--- src/rxs_consts.svh ---
`ifndef RXS_CONSTS_SVH
`define RXS_CONSTS_SVH
`define RXS_ADDR_CTRL      4'h0
`define RXS_ADDR_STATUS    4'h1
`define RXS_ADDR_LASTWORD  4'h2
`define RXS_CTRL_RECEIVE_ENABLE_BIT_BIT  0
`define RXS_CTRL_PASS_BIT  1
`define RXS_CTRL_RESET     2'h0
`define RXS_ST_HALTED_BIT  0
`define RXS_ST_ERR_BIT     1
`define RXS_ST_INFRAME_BIT 2
`define RXS_MAX_FRAME      14'd1518
`define RXS_RUNT_LEN       14'd64
`define RXS_TYPE_MIN_LEN   14'd14
`define RXS_WDOG_LEN       14'd2048
`define RXS_TYPE_THRESH    16'h05DC
`define RXS_BCAST_ADDR     48'hFFFFFFFFFFFF
`endif

--- src/rxs_pkg.sv ---
package rxs_pkg;
   // per-frame facts reported by the receive datapath at frame end
   typedef struct packed {
      logic [13:0] length;
      logic [47:0] destAddr;
      logic [15:0] lenType;
      logic        filterFail;
      logic        lateCollision;
      logic        rxErrSeen;
      logic        crcMismatch;
      logic [2:0]  dribbleBits;
      logic        mode10;
   } rxs_frame_type;
   typedef enum logic [1:0] {RUNNING, DRAINING, HALTED} rxs_state_type;
endpackage

--- src/rxs_rx_status.sv ---
// The address-and-strobe port and the placing of the registers were decided locally.
`timescale 1ns/1ps
`include "rxs_consts.svh"
// Behaviour
// - reserved status bits 31, 14, 9:8 and 0 always read zero
// - bit 30 set when frame failed the address filter
// - bits 29:16 carry the frame length in bytes
// - bit 15 is OR of bits 11, 7, 6 and 1
// - bit 13 set for broadcast destination
// - bit 12 set when an 802.3 length field (1500 or under) differs from frame length minus 18, for frames of 14 bytes or more
// - bit 11 marks frames under 64 bytes; passed only if pass-bad set
// - bit 10 set for multicast destination
// - bit 7 flags frames over 1518 bytes, no truncation
// - bit 6 marks a late collision
// - bit 5 set when length/type over 1500, never for runts under 14
// - bit 4 set when frame hits the receive watchdog limit
// - bit 3 set when receive error seen during frame
// - bit 2 set for non-whole-byte frame length
// - dribble needs 4 bits MII or 3 bits 10M; off on late collision
// - bit 1 set on CRC mismatch or receive error
// - clearing enable halts receiver, then one halted pulse
// - error flag on data/status underrun or status overrun
// - receiver keeps running after the error flag is raised
// - status word written to its own FIFO after frame data
module rxs_rx_status (
   input  wire logic                  clk,
   input  wire logic                  rst,
   input  wire logic [3:0]            regAddr,
   input  wire logic [31:0]           regWrData,
   input  wire logic                  regWrEn,
   input  wire logic                  regRdEn,
   output logic [31:0]                regRdData,
   input  wire logic                  frameStart,
   input  wire logic                  frameEnd,
   input  wire rxs_pkg::rxs_frame_type frameInfo,
   input  wire logic                  dataDone,
   input  wire logic                  dataUnderrun,
   input  wire logic                  statusUnderrun,
   input  wire logic                  statusFull,
   output logic                       statusWrite,
   output logic [31:0]                statusWord,
   output logic                       frameAccept,
   output logic                       receiveEnable,
   output logic                       receiverHaltedPulse,
   output logic                       receiverErrorFlag
);
   import rxs_pkg::*;

   logic [1:0]    ctrl_q, ctrl_d;
   rxs_state_type state_q, state_d;
   logic          inFrame_q, inFrame_d;
   logic          haltPulse_q, haltPulse_d;
   logic          err_q, err_d;
   logic          stWr_q, stWr_d;
   logic [31:0]   stWord_q, stWord_d;
   logic          accept_q, accept_d;
   logic          pend_q, pend_d;
   logic [31:0]   pendWord_q, pendWord_d;
   logic          pendAcc_q, pendAcc_d;
   logic [31:0]   rdData_q, rdData_d;
   logic [31:0]   word;
   logic          runt, tooLong, lateCol, crcErr, dribble, typeBit, lenErr;
   logic          bcast, mcast, wdog;
   logic [13:0]   fieldLen;

   // status word assembly
   always_comb begin
      runt     = frameInfo.length < `RXS_RUNT_LEN;
      tooLong  = frameInfo.length > `RXS_MAX_FRAME;
      lateCol  = frameInfo.lateCollision;
      wdog     = frameInfo.length >= `RXS_WDOG_LEN;
      crcErr   = frameInfo.crcMismatch | frameInfo.rxErrSeen;
      dribble  = !lateCol && (frameInfo.mode10 ? (frameInfo.dribbleBits >= 3'h3)
                                              : (frameInfo.dribbleBits == 3'h4));
      typeBit  = !(frameInfo.length < `RXS_TYPE_MIN_LEN)
                 && (frameInfo.lenType > `RXS_TYPE_THRESH);
      fieldLen = frameInfo.lenType[13:0];
      // length check only for 802.3 frames; payload is length minus header and crc
      lenErr   = !typeBit && (frameInfo.length >= `RXS_TYPE_MIN_LEN)
                 && (fieldLen != frameInfo.length - 14'd18);
      bcast    = frameInfo.destAddr == `RXS_BCAST_ADDR;
      mcast    = frameInfo.destAddr[40] && !bcast;
      word     = 32'h0;
      word[30]    = frameInfo.filterFail;
      word[29:16] = frameInfo.length;
      word[15]    = runt | tooLong | lateCol | crcErr;
      word[13]    = bcast;
      word[12]    = lenErr;
      word[11]    = runt;
      word[10]    = mcast;
      word[7]     = tooLong;
      word[6]     = lateCol;
      word[5]     = typeBit;
      word[4]     = wdog;
      word[3]     = frameInfo.rxErrSeen;
      word[2]     = dribble;
      word[1]     = crcErr;
   end

   // control, stop sequencing, status queueing
   always_comb begin
      ctrl_d      = ctrl_q;
      state_d     = state_q;
      inFrame_d   = inFrame_q;
      haltPulse_d = 1'b0;
      err_d       = err_q;
      stWr_d      = 1'b0;
      stWord_d    = stWord_q;
      accept_d    = accept_q;
      pend_d      = pend_q;
      pendWord_d  = pendWord_q;
      pendAcc_d   = pendAcc_q;
      rdData_d    = 32'h0;
      if (regWrEn && regAddr == `RXS_ADDR_CTRL) begin
         ctrl_d = regWrData[1:0];
      end
      if (frameStart && state_q == RUNNING) begin
         inFrame_d = 1'b1;
      end
      if (frameEnd && inFrame_q) begin
         inFrame_d  = 1'b0;
         // held until the data side reports its last transfer
         pend_d     = 1'b1;
         pendWord_d = word;
         pendAcc_d  = !runt || ctrl_q[`RXS_CTRL_PASS_BIT];
      end
      if (pend_q && dataDone) begin
         pend_d   = 1'b0;
         stWr_d   = pendAcc_q;
         stWord_d = pendWord_q;
         accept_d = pendAcc_q;
      end
      unique case (state_q)
         RUNNING: begin
            if (!ctrl_q[`RXS_CTRL_RECEIVE_ENABLE_BIT_BIT]) begin
               state_d = DRAINING;
            end
         end
         DRAINING: begin
            if (!inFrame_q && !pend_q) begin
               state_d     = HALTED;
               haltPulse_d = 1'b1;
            end
         end
         HALTED: begin
            if (ctrl_q[`RXS_CTRL_RECEIVE_ENABLE_BIT_BIT]) begin
               state_d = RUNNING;
            end
         end
      endcase
      // sticky; no halt follows, host decides recovery
      if (dataUnderrun || statusUnderrun || (stWr_d && statusFull)) begin
         err_d = 1'b1;
      end else if (regWrEn && regAddr == `RXS_ADDR_STATUS
                   && regWrData[`RXS_ST_ERR_BIT]) begin
         err_d = 1'b0;
      end
      if (regRdEn) begin
         unique case (regAddr)
            `RXS_ADDR_CTRL:     rdData_d = {30'h0, ctrl_q};
            `RXS_ADDR_STATUS:   rdData_d = {29'h0, inFrame_q, err_q, state_q == HALTED};
            `RXS_ADDR_LASTWORD: rdData_d = stWord_q;
            default:            rdData_d = 32'h0;
         endcase
      end
   end

   always_ff @(posedge clk) begin
      if (rst) begin
         ctrl_q      <= `RXS_CTRL_RESET;
         state_q     <= HALTED;
         inFrame_q   <= 1'b0;
         haltPulse_q <= 1'b0;
         err_q       <= 1'b0;
         stWr_q      <= 1'b0;
         stWord_q    <= 32'h0;
         accept_q    <= 1'b0;
         pend_q      <= 1'b0;
         pendWord_q  <= 32'h0;
         pendAcc_q   <= 1'b0;
         rdData_q    <= 32'h0;
      end else begin
         ctrl_q      <= ctrl_d;
         state_q     <= state_d;
         inFrame_q   <= inFrame_d;
         haltPulse_q <= haltPulse_d;
         err_q       <= err_d;
         stWr_q      <= stWr_d;
         stWord_q    <= stWord_d;
         accept_q    <= accept_d;
         pend_q      <= pend_d;
         pendWord_q  <= pendWord_d;
         pendAcc_q   <= pendAcc_d;
         rdData_q    <= rdData_d;
      end
   end

   assign regRdData           = rdData_q;
   assign statusWrite         = stWr_q;
   assign statusWord          = stWord_q;
   assign frameAccept         = accept_q;
   assign receiveEnable       = state_q != HALTED;
   assign receiverHaltedPulse = haltPulse_q;
   assign receiverErrorFlag   = err_q;
endmodule

--- config.mk ---
export PLATFORM = sky130hd
export DESIGN_NAME = rxs_rx_status
export DESIGN_NICKNAME = d
export VERILOG_FILES = /design/src/rxs_pkg.sv /design/src/rxs_rx_status.sv
export VERILOG_INCLUDE_DIRS = /design/src
export SDC_FILE = /design/constraint.sdc
export NUM_CORES = 1
export LEC_CHECK = 0
export ABC_AREA = 1
export ABC_CLOCK_PERIOD_IN_PS = 4400
export BUFFER_PORTS_ARGS = -buffer_cell sky130_fd_sc_hd__buf_2
export CORE_MARGIN = 5
export CORE_UTILIZATION = 35
export CTS_CLUSTER_DIAMETER = 40
export CTS_CLUSTER_SIZE = 12
export DETAILED_ROUTE_END_ITERATION = 10
export SETUP_SLACK_MARGIN = 0.2
export SYNTH_ARGS = -nofsm -noshare
export SYNTH_HDL_FRONTEND = slang
export SYNTH_SLANG_ARGS = --single-unit
--- constraint.sdc ---
create_clock -name clk -period 4.4 [get_ports clk]
set_input_delay 0.88 -clock clk [delete_from_list [all_inputs] [get_ports clk]]
set_output_delay 0.88 -clock clk [all_outputs]
set_load 0.01 [all_outputs]
**Yosys cells after proc, flatten, opt, wreduce, memory -nomap -nowiden**

Index checks and enable logic that the tools add are counted.

- Divide/modulo/power cells: 0
- Equality and inequality tests: 11
- Multipliers: 0
- Magnitude comparators: 7
- Mux-type cells: 10
- Add/subtract/negate cells: 1
- Reductions and logical operators: 31
- Shifts and indexed selects: 0
- Bitwise logic cells: 6

Operator list:

| kind | count |
|---|---|
| 31-bit one-hot mux with 3 select lines | 1 |
| 48-bit equality test, second input constant | 1 |
| 16-bit by 11-bit > comparator with 1-bit output, second input constant | 1 |
| 14-bit by 12-bit >= comparator with 1-bit output, second input constant | 1 |
| 14-bit by 4-bit >= comparator with 1-bit output, second input constant | 1 |
| 14-bit by 11-bit > comparator with 1-bit output, second input constant | 1 |
| 14-bit by 4-bit < comparator with 1-bit output, second input constant | 1 |
| 14-bit by 7-bit < comparator with 1-bit output, second input constant | 1 |
| 14-bit inequality test | 1 |
| 14-bit by 5-bit subtractor with 14-bit output, second input constant | 1 |
| 1-bit logical AND | 13 |
| 2-bit inequality test, second input constant | 4 |
| 2-bit OR reduction | 4 |
| 1-bit zero test | 7 |
| 2-bit 2-to-1 mux | 3 |
| 2-bit one-hot mux with 3 select lines | 1 |
| 1-bit 2-to-1 mux | 5 |
| 4-bit by 1-bit equality test with 1-bit output, second input constant | 1 |
| 4-bit by 2-bit equality test with 1-bit output, second input constant | 1 |
| 4-bit zero test | 1 |
| 1-bit OR | 4 |
| 3-bit equality test, second input constant | 1 |
| 3-bit by 2-bit >= comparator with 1-bit output, second input constant | 1 |
| 1-bit logical OR | 3 |
| 6 further kinds | 7 |

- Input bits: 132
- Bits in latches: 0
- Memories: 0
- Flip-flop bits (word level): 97
- Bits in read-only memories: 0
- Bits in writable memories: 0
- Output and inout port bits: 69

**Longest topological paths before layout**

- Depth in word-level cells: 6
- Gate-level depth with buffers: 12

**Worst setup path before layout**

Ideal clock, no wire load.

- Path kind: in2reg
- From: input port frameInfo[73] in the netlist's numbering
- To: register pendWord_q[12]
- Cell stages on the path: 12
- Data required time: 4,284 ps
- Library setup time: 116 ps
- Data arrival time: 1,872 ps
- Slack: 2,412 ps
- Cells stage by stage: inv_1 -> ha_1 -> nand2_1 -> inv_1 -> nor2_1 -> nand3_1 -> nor2_1 -> nand2_1 -> nor2_1 -> nand3_1 -> o21ai_1 -> nand2_1

- Cells in the longest elaborated chain, start to end: 6
- Elaborated cells on any way between the ends: 9
- Classes of those cells: add/sub: 1; order compare: 2; eq/ne: 1; reduce/logical: 5

Ends and longest elaborated chain:

| item | RTL line | text |
|---|---|---|
| from (decl) | rxs_rx_status.sv:35 | `input wire rxs_pkg::rxs_frame_type frameInfo,` |
| branches (longest 5 deep; another with 14-bit by 5-bit subtractor with 14-bit output) | - |  |
| 1-bit logical AND (*) | rxs_rx_status.sv:79 | `` lenErr = !typeBit && (frameInfo.length >= `RXS_TYPE_MIN_LEN) `` |
| to (signal assigned) | rxs_rx_status.sv:192 | `pendWord_q <= pendWord_d;` |
| to (decl) | rxs_rx_status.sv:58 | `logic [31:0] pendWord_q, pendWord_d;` |

Mark *: on every way between the ends.
A chain may end at the register's enable or synchronous reset.

**Worst setup path in the final report**

- From: register state_q[0]
- To: output port receiveEnable

- Cells in the longest elaborated chain, start to end: 1

Ends and longest elaborated chain:

| item | RTL line | text |
|---|---|---|
| from (decl) | rxs_rx_status.sv:50 | `rxs_state_type state_q, state_d;` |
| from (signal assigned) | rxs_rx_status.sv:184 | `state_q <= state_d;` |
| 2-bit inequality test | rxs_rx_status.sv:202 | `assign receiveEnable = state_q != HALTED;` |
| to (decl) | rxs_rx_status.sv:43 | `output logic receiveEnable,` |

No other way between the ends.

==> qor.yml <==
sta:
  slew_headroom: 0.616
  finalCritPeriodShare: 0.487
  finalClockSkew_ns: 0.00813
  rsz0062_at_grt: "no"
  final-setup-viol-count: 0
  finalSetupTns_ns: 0
  fmax_mhz: 467
  slew_violations: 0
  worst_pin_slew_ns: 0.575
  hold_viol_final: 0
  period_needed_ns: 2.14
die:
  start_util: 0.355
  core_mm2: 0.0113
  die-width_um: 117
  rows: 39
  die_h_um: 117
  pin_count: 201
  design.die.area_mm2: 0.0137
drt:
  wl_per_cell_um: 13.2
  drt_pass1_iterations: 4
  drtAntennaViolNets: 0
  initialDrtViolationCount: 220
  via_count: 4102
  routed_wl_um: 11400
  drc_errors: 0
  viasPerCell: 4.77
setup_path:
  cp.arrival_ns: 1.26
  critPathMaxFanout: 4
  cpPeakStageDelay_ns: 0.39
  cp_cell_sequence: "inv_1, ha_1, inv_1, buf_2"
  cpMostUsedCell: "inv_1"
  worstPathRequired_ns: 3.52
  r2r-start: "pend_q"
  criticalPathCategory: "reg2out"
  cp-end-kind: "primary output"
  crit_slowest_cell: "dfxtp_1"
  reg2regPathDepth: 5
  rrSetupSlack_ns: 2.74
  reg2reg_to: "receiverErrorFlag"
  start_kind: "flop"
logic_synthesis:
  synth_cell_types: 31
  yosys.area.top_type: "dfxtp_1"
  synth_seq_cells: 93
  synth-edff-count: 0
  yosysWarnings: 0
  synthCells: 556
  synth_ff_type: "dfxtp_1"
  yosys-top-cells-area: "dfxtp_1 46%, nand2_1 11%, nor2_1 6.7%, inv_1 6.3%, o21ai_0 6.2%"
  yosysMostFrequentCell: "nand2_1"
  ys_seq_area_frac: 0.463
  synth_area_per_cell_um2: 7.24
  async_flop_share: 0
  synth_common_cells: "114 x nand2_1, 93 x dfxtp_1, 72 x nor2_1"
  yosys.area.top_type_share: 0.463
  mappedNetlistArea_mm2: 0.00402
cts:
  cts_setup_buffers: 0
  clkTransAtPathRegs_ns: 0.07
  cts_tree: "yes"
  cts_resized: 0
  insertion_delay_ns: 0.34
  cts_buffers: 9
  cts.sinks: 93
  clock_path_buffers: 2
  postCtsHoldBufs: 0
  htreeDepth: 3
  cts-root-buf: "clkbuf_16"
layout:
  diodes: 0
  nFillCells: 1177
  area_growth_syn_to_layout_pct: 30.3
  drive_above_1_share: 0.266
  seqCellArea_mm2: 0.00186
  nNetsFinal: 850
  multiInputGateArea_mm2: 0.00179
placed_design:
  dp.final_hpwl_um: 8910
  routabilityCongestion: 0.831
  io_buffers: 161
pwr:
  power.total_mw: 2.04
  power.leakage_nw: 2.53
  ir_worst_vdd_uv: 210
  p_per_area_mw_per_mm2: 389
global_routing:
  globalRouteTotalUtil: 0.163
  grt_pass1_vias: 3940
  antenna_found_initial: 0
  grt_max_degree: 45
  grt_pass1_wl_um: 18000
  overflow: 0
worst_hold_path:
  hold_depth: 2
  worstHoldEndpoint: "pendWord_q[12]"
  hold_class: "reg2reg"
  holdCritStartpoint: "pendWord_q[12]"
flow_run:
  drv_cap: 0
run_status:
  status: "complete, no violations"
## registers in the layout, indices dropped and copies added, names as in the netlist
| signal | flops |
|---|---|
| ctrl_q | 2 |
| frameAccept | 1 |
| inFrame_q | 1 |
| pendAcc_q | 1 |
| pendWord_q | 27 |
| pend_q | 1 |
| receiverErrorFlag | 1 |
| receiverHaltedPulse | 1 |
| regRdData | 28 |
| state_q | 2 |
| statusWord | 27 |
| statusWrite | 1 |
## layer usage
layer | up-vias | track usage | share of wire
met2 | 151 | 0.273 | 0.47
met5 | - | 0 | 0
met3 | 14 | 0.0272 | 0.072
li1 | 2089 | - | -
met4 | 0 | 0.0566 | 0.016
met1 | 1848 | 0.212 | 0.44
## power by group
| group | total [mW] | internal (mW) | switching, mW |
|---|---|---|---|
| Sequential | 0.922 | 0.890 | 0.0318 |
| Clock | 0.818 | 0.499 | 0.319 |
| Combinational | 0.300 | 0.115 | 0.185 |
| Total | 2.04 | 1.50 | 0.536 |
## critical path, delay by kind of cell (launching register included)
family	cells	cell delay [ns]
adder cells (fa/ha/maj)	1	0.23
buffers and inverters	3	0.31
flip-flops	1	0.39
## layout make-up
| cell class | instances | area share |
|---|---|---|
| Timing Repair Buffer | 164 | 0.158 |
| Clock buffer | 9 | 0.0430 |
| Inverter | 69 | 0.0494 |
| Multi-Input combinational cell | 375 | 0.341 |
| Clock inverter | 7 | 0.0191 |
| Tap cell | 143 | 0.0341 |
| Sequential cell | 93 | 0.355 |
## metrics by stage
step / instances / instance area [um^2] / worst slack, ns / util / hold WS (ns)
global route: 860 / 5240 / 2.18 / 0.463 / 0.475
detailed placement: 844 / 4920 / 1.99 / 0.434 / 0.434
global placement: 844 / 4920 / 2.02 / 0.434 / 0.435
CTS: 860 / 5240 / 2.25 / 0.463 / 0.452
floorplan: 564 / 4050 / 2.41 / - / 0.420
finish: 860 / 5240 / 2.26 / 0.463 / 0.451
## cell usage in the layout, fill, tap and decap left out, drive strengths merged
cell type	n
a211oi	4
a21oi	28
a22o	2
a311oi	1
a32o	1
a41oi	1
buf	164
bufinv	2
clkbuf	9
clkinv	2
clkinvlp	3
conb	9
dfxtp	93
ha	6
inv	69
nand2	118
nand3	30
nand4	16
nor2	76
nor3	16
nor4	4
o211ai	2
o21ai	55
o22ai	1
xnor2	2
xor2	3
## worst max-delay path by stage
stage                        from             end  slack, ns
floorplan           frameInfo[73]  pendWord_q[12]       2.41
global placement              rst    regRdData[1]       2.02
detailed placement     regAddr[3]    regRdData[1]       1.99
CTS                    state_q[0]   receiveEnable       2.25
global route        frameInfo[73]  pendWord_q[12]       2.18
finish                 state_q[0]   receiveEnable       2.26
## kinds of logic (layout without fill, tap and decap cells)
| logic type | count (synthesis) | count (layout) | synth area share |
|---|---|---|---|
| XOR/XNOR | 5 | 5 | 0.0109 |
| adder cells (fa/ha/maj) | 6 | 6 | 0.0187 |
| buffers and inverters | 96 | 249 | 0.100 |
| other | 1 | 9 | 0.000932 |
| flip-flops | 93 | 93 | 0.463 |
| AO/OA/AOI/OAI | 95 | 95 | 0.127 |
| AND/OR/NAND/NOR | 260 | 260 | 0.279 |
No activity file was read; power rests on OpenSTA's default activity.
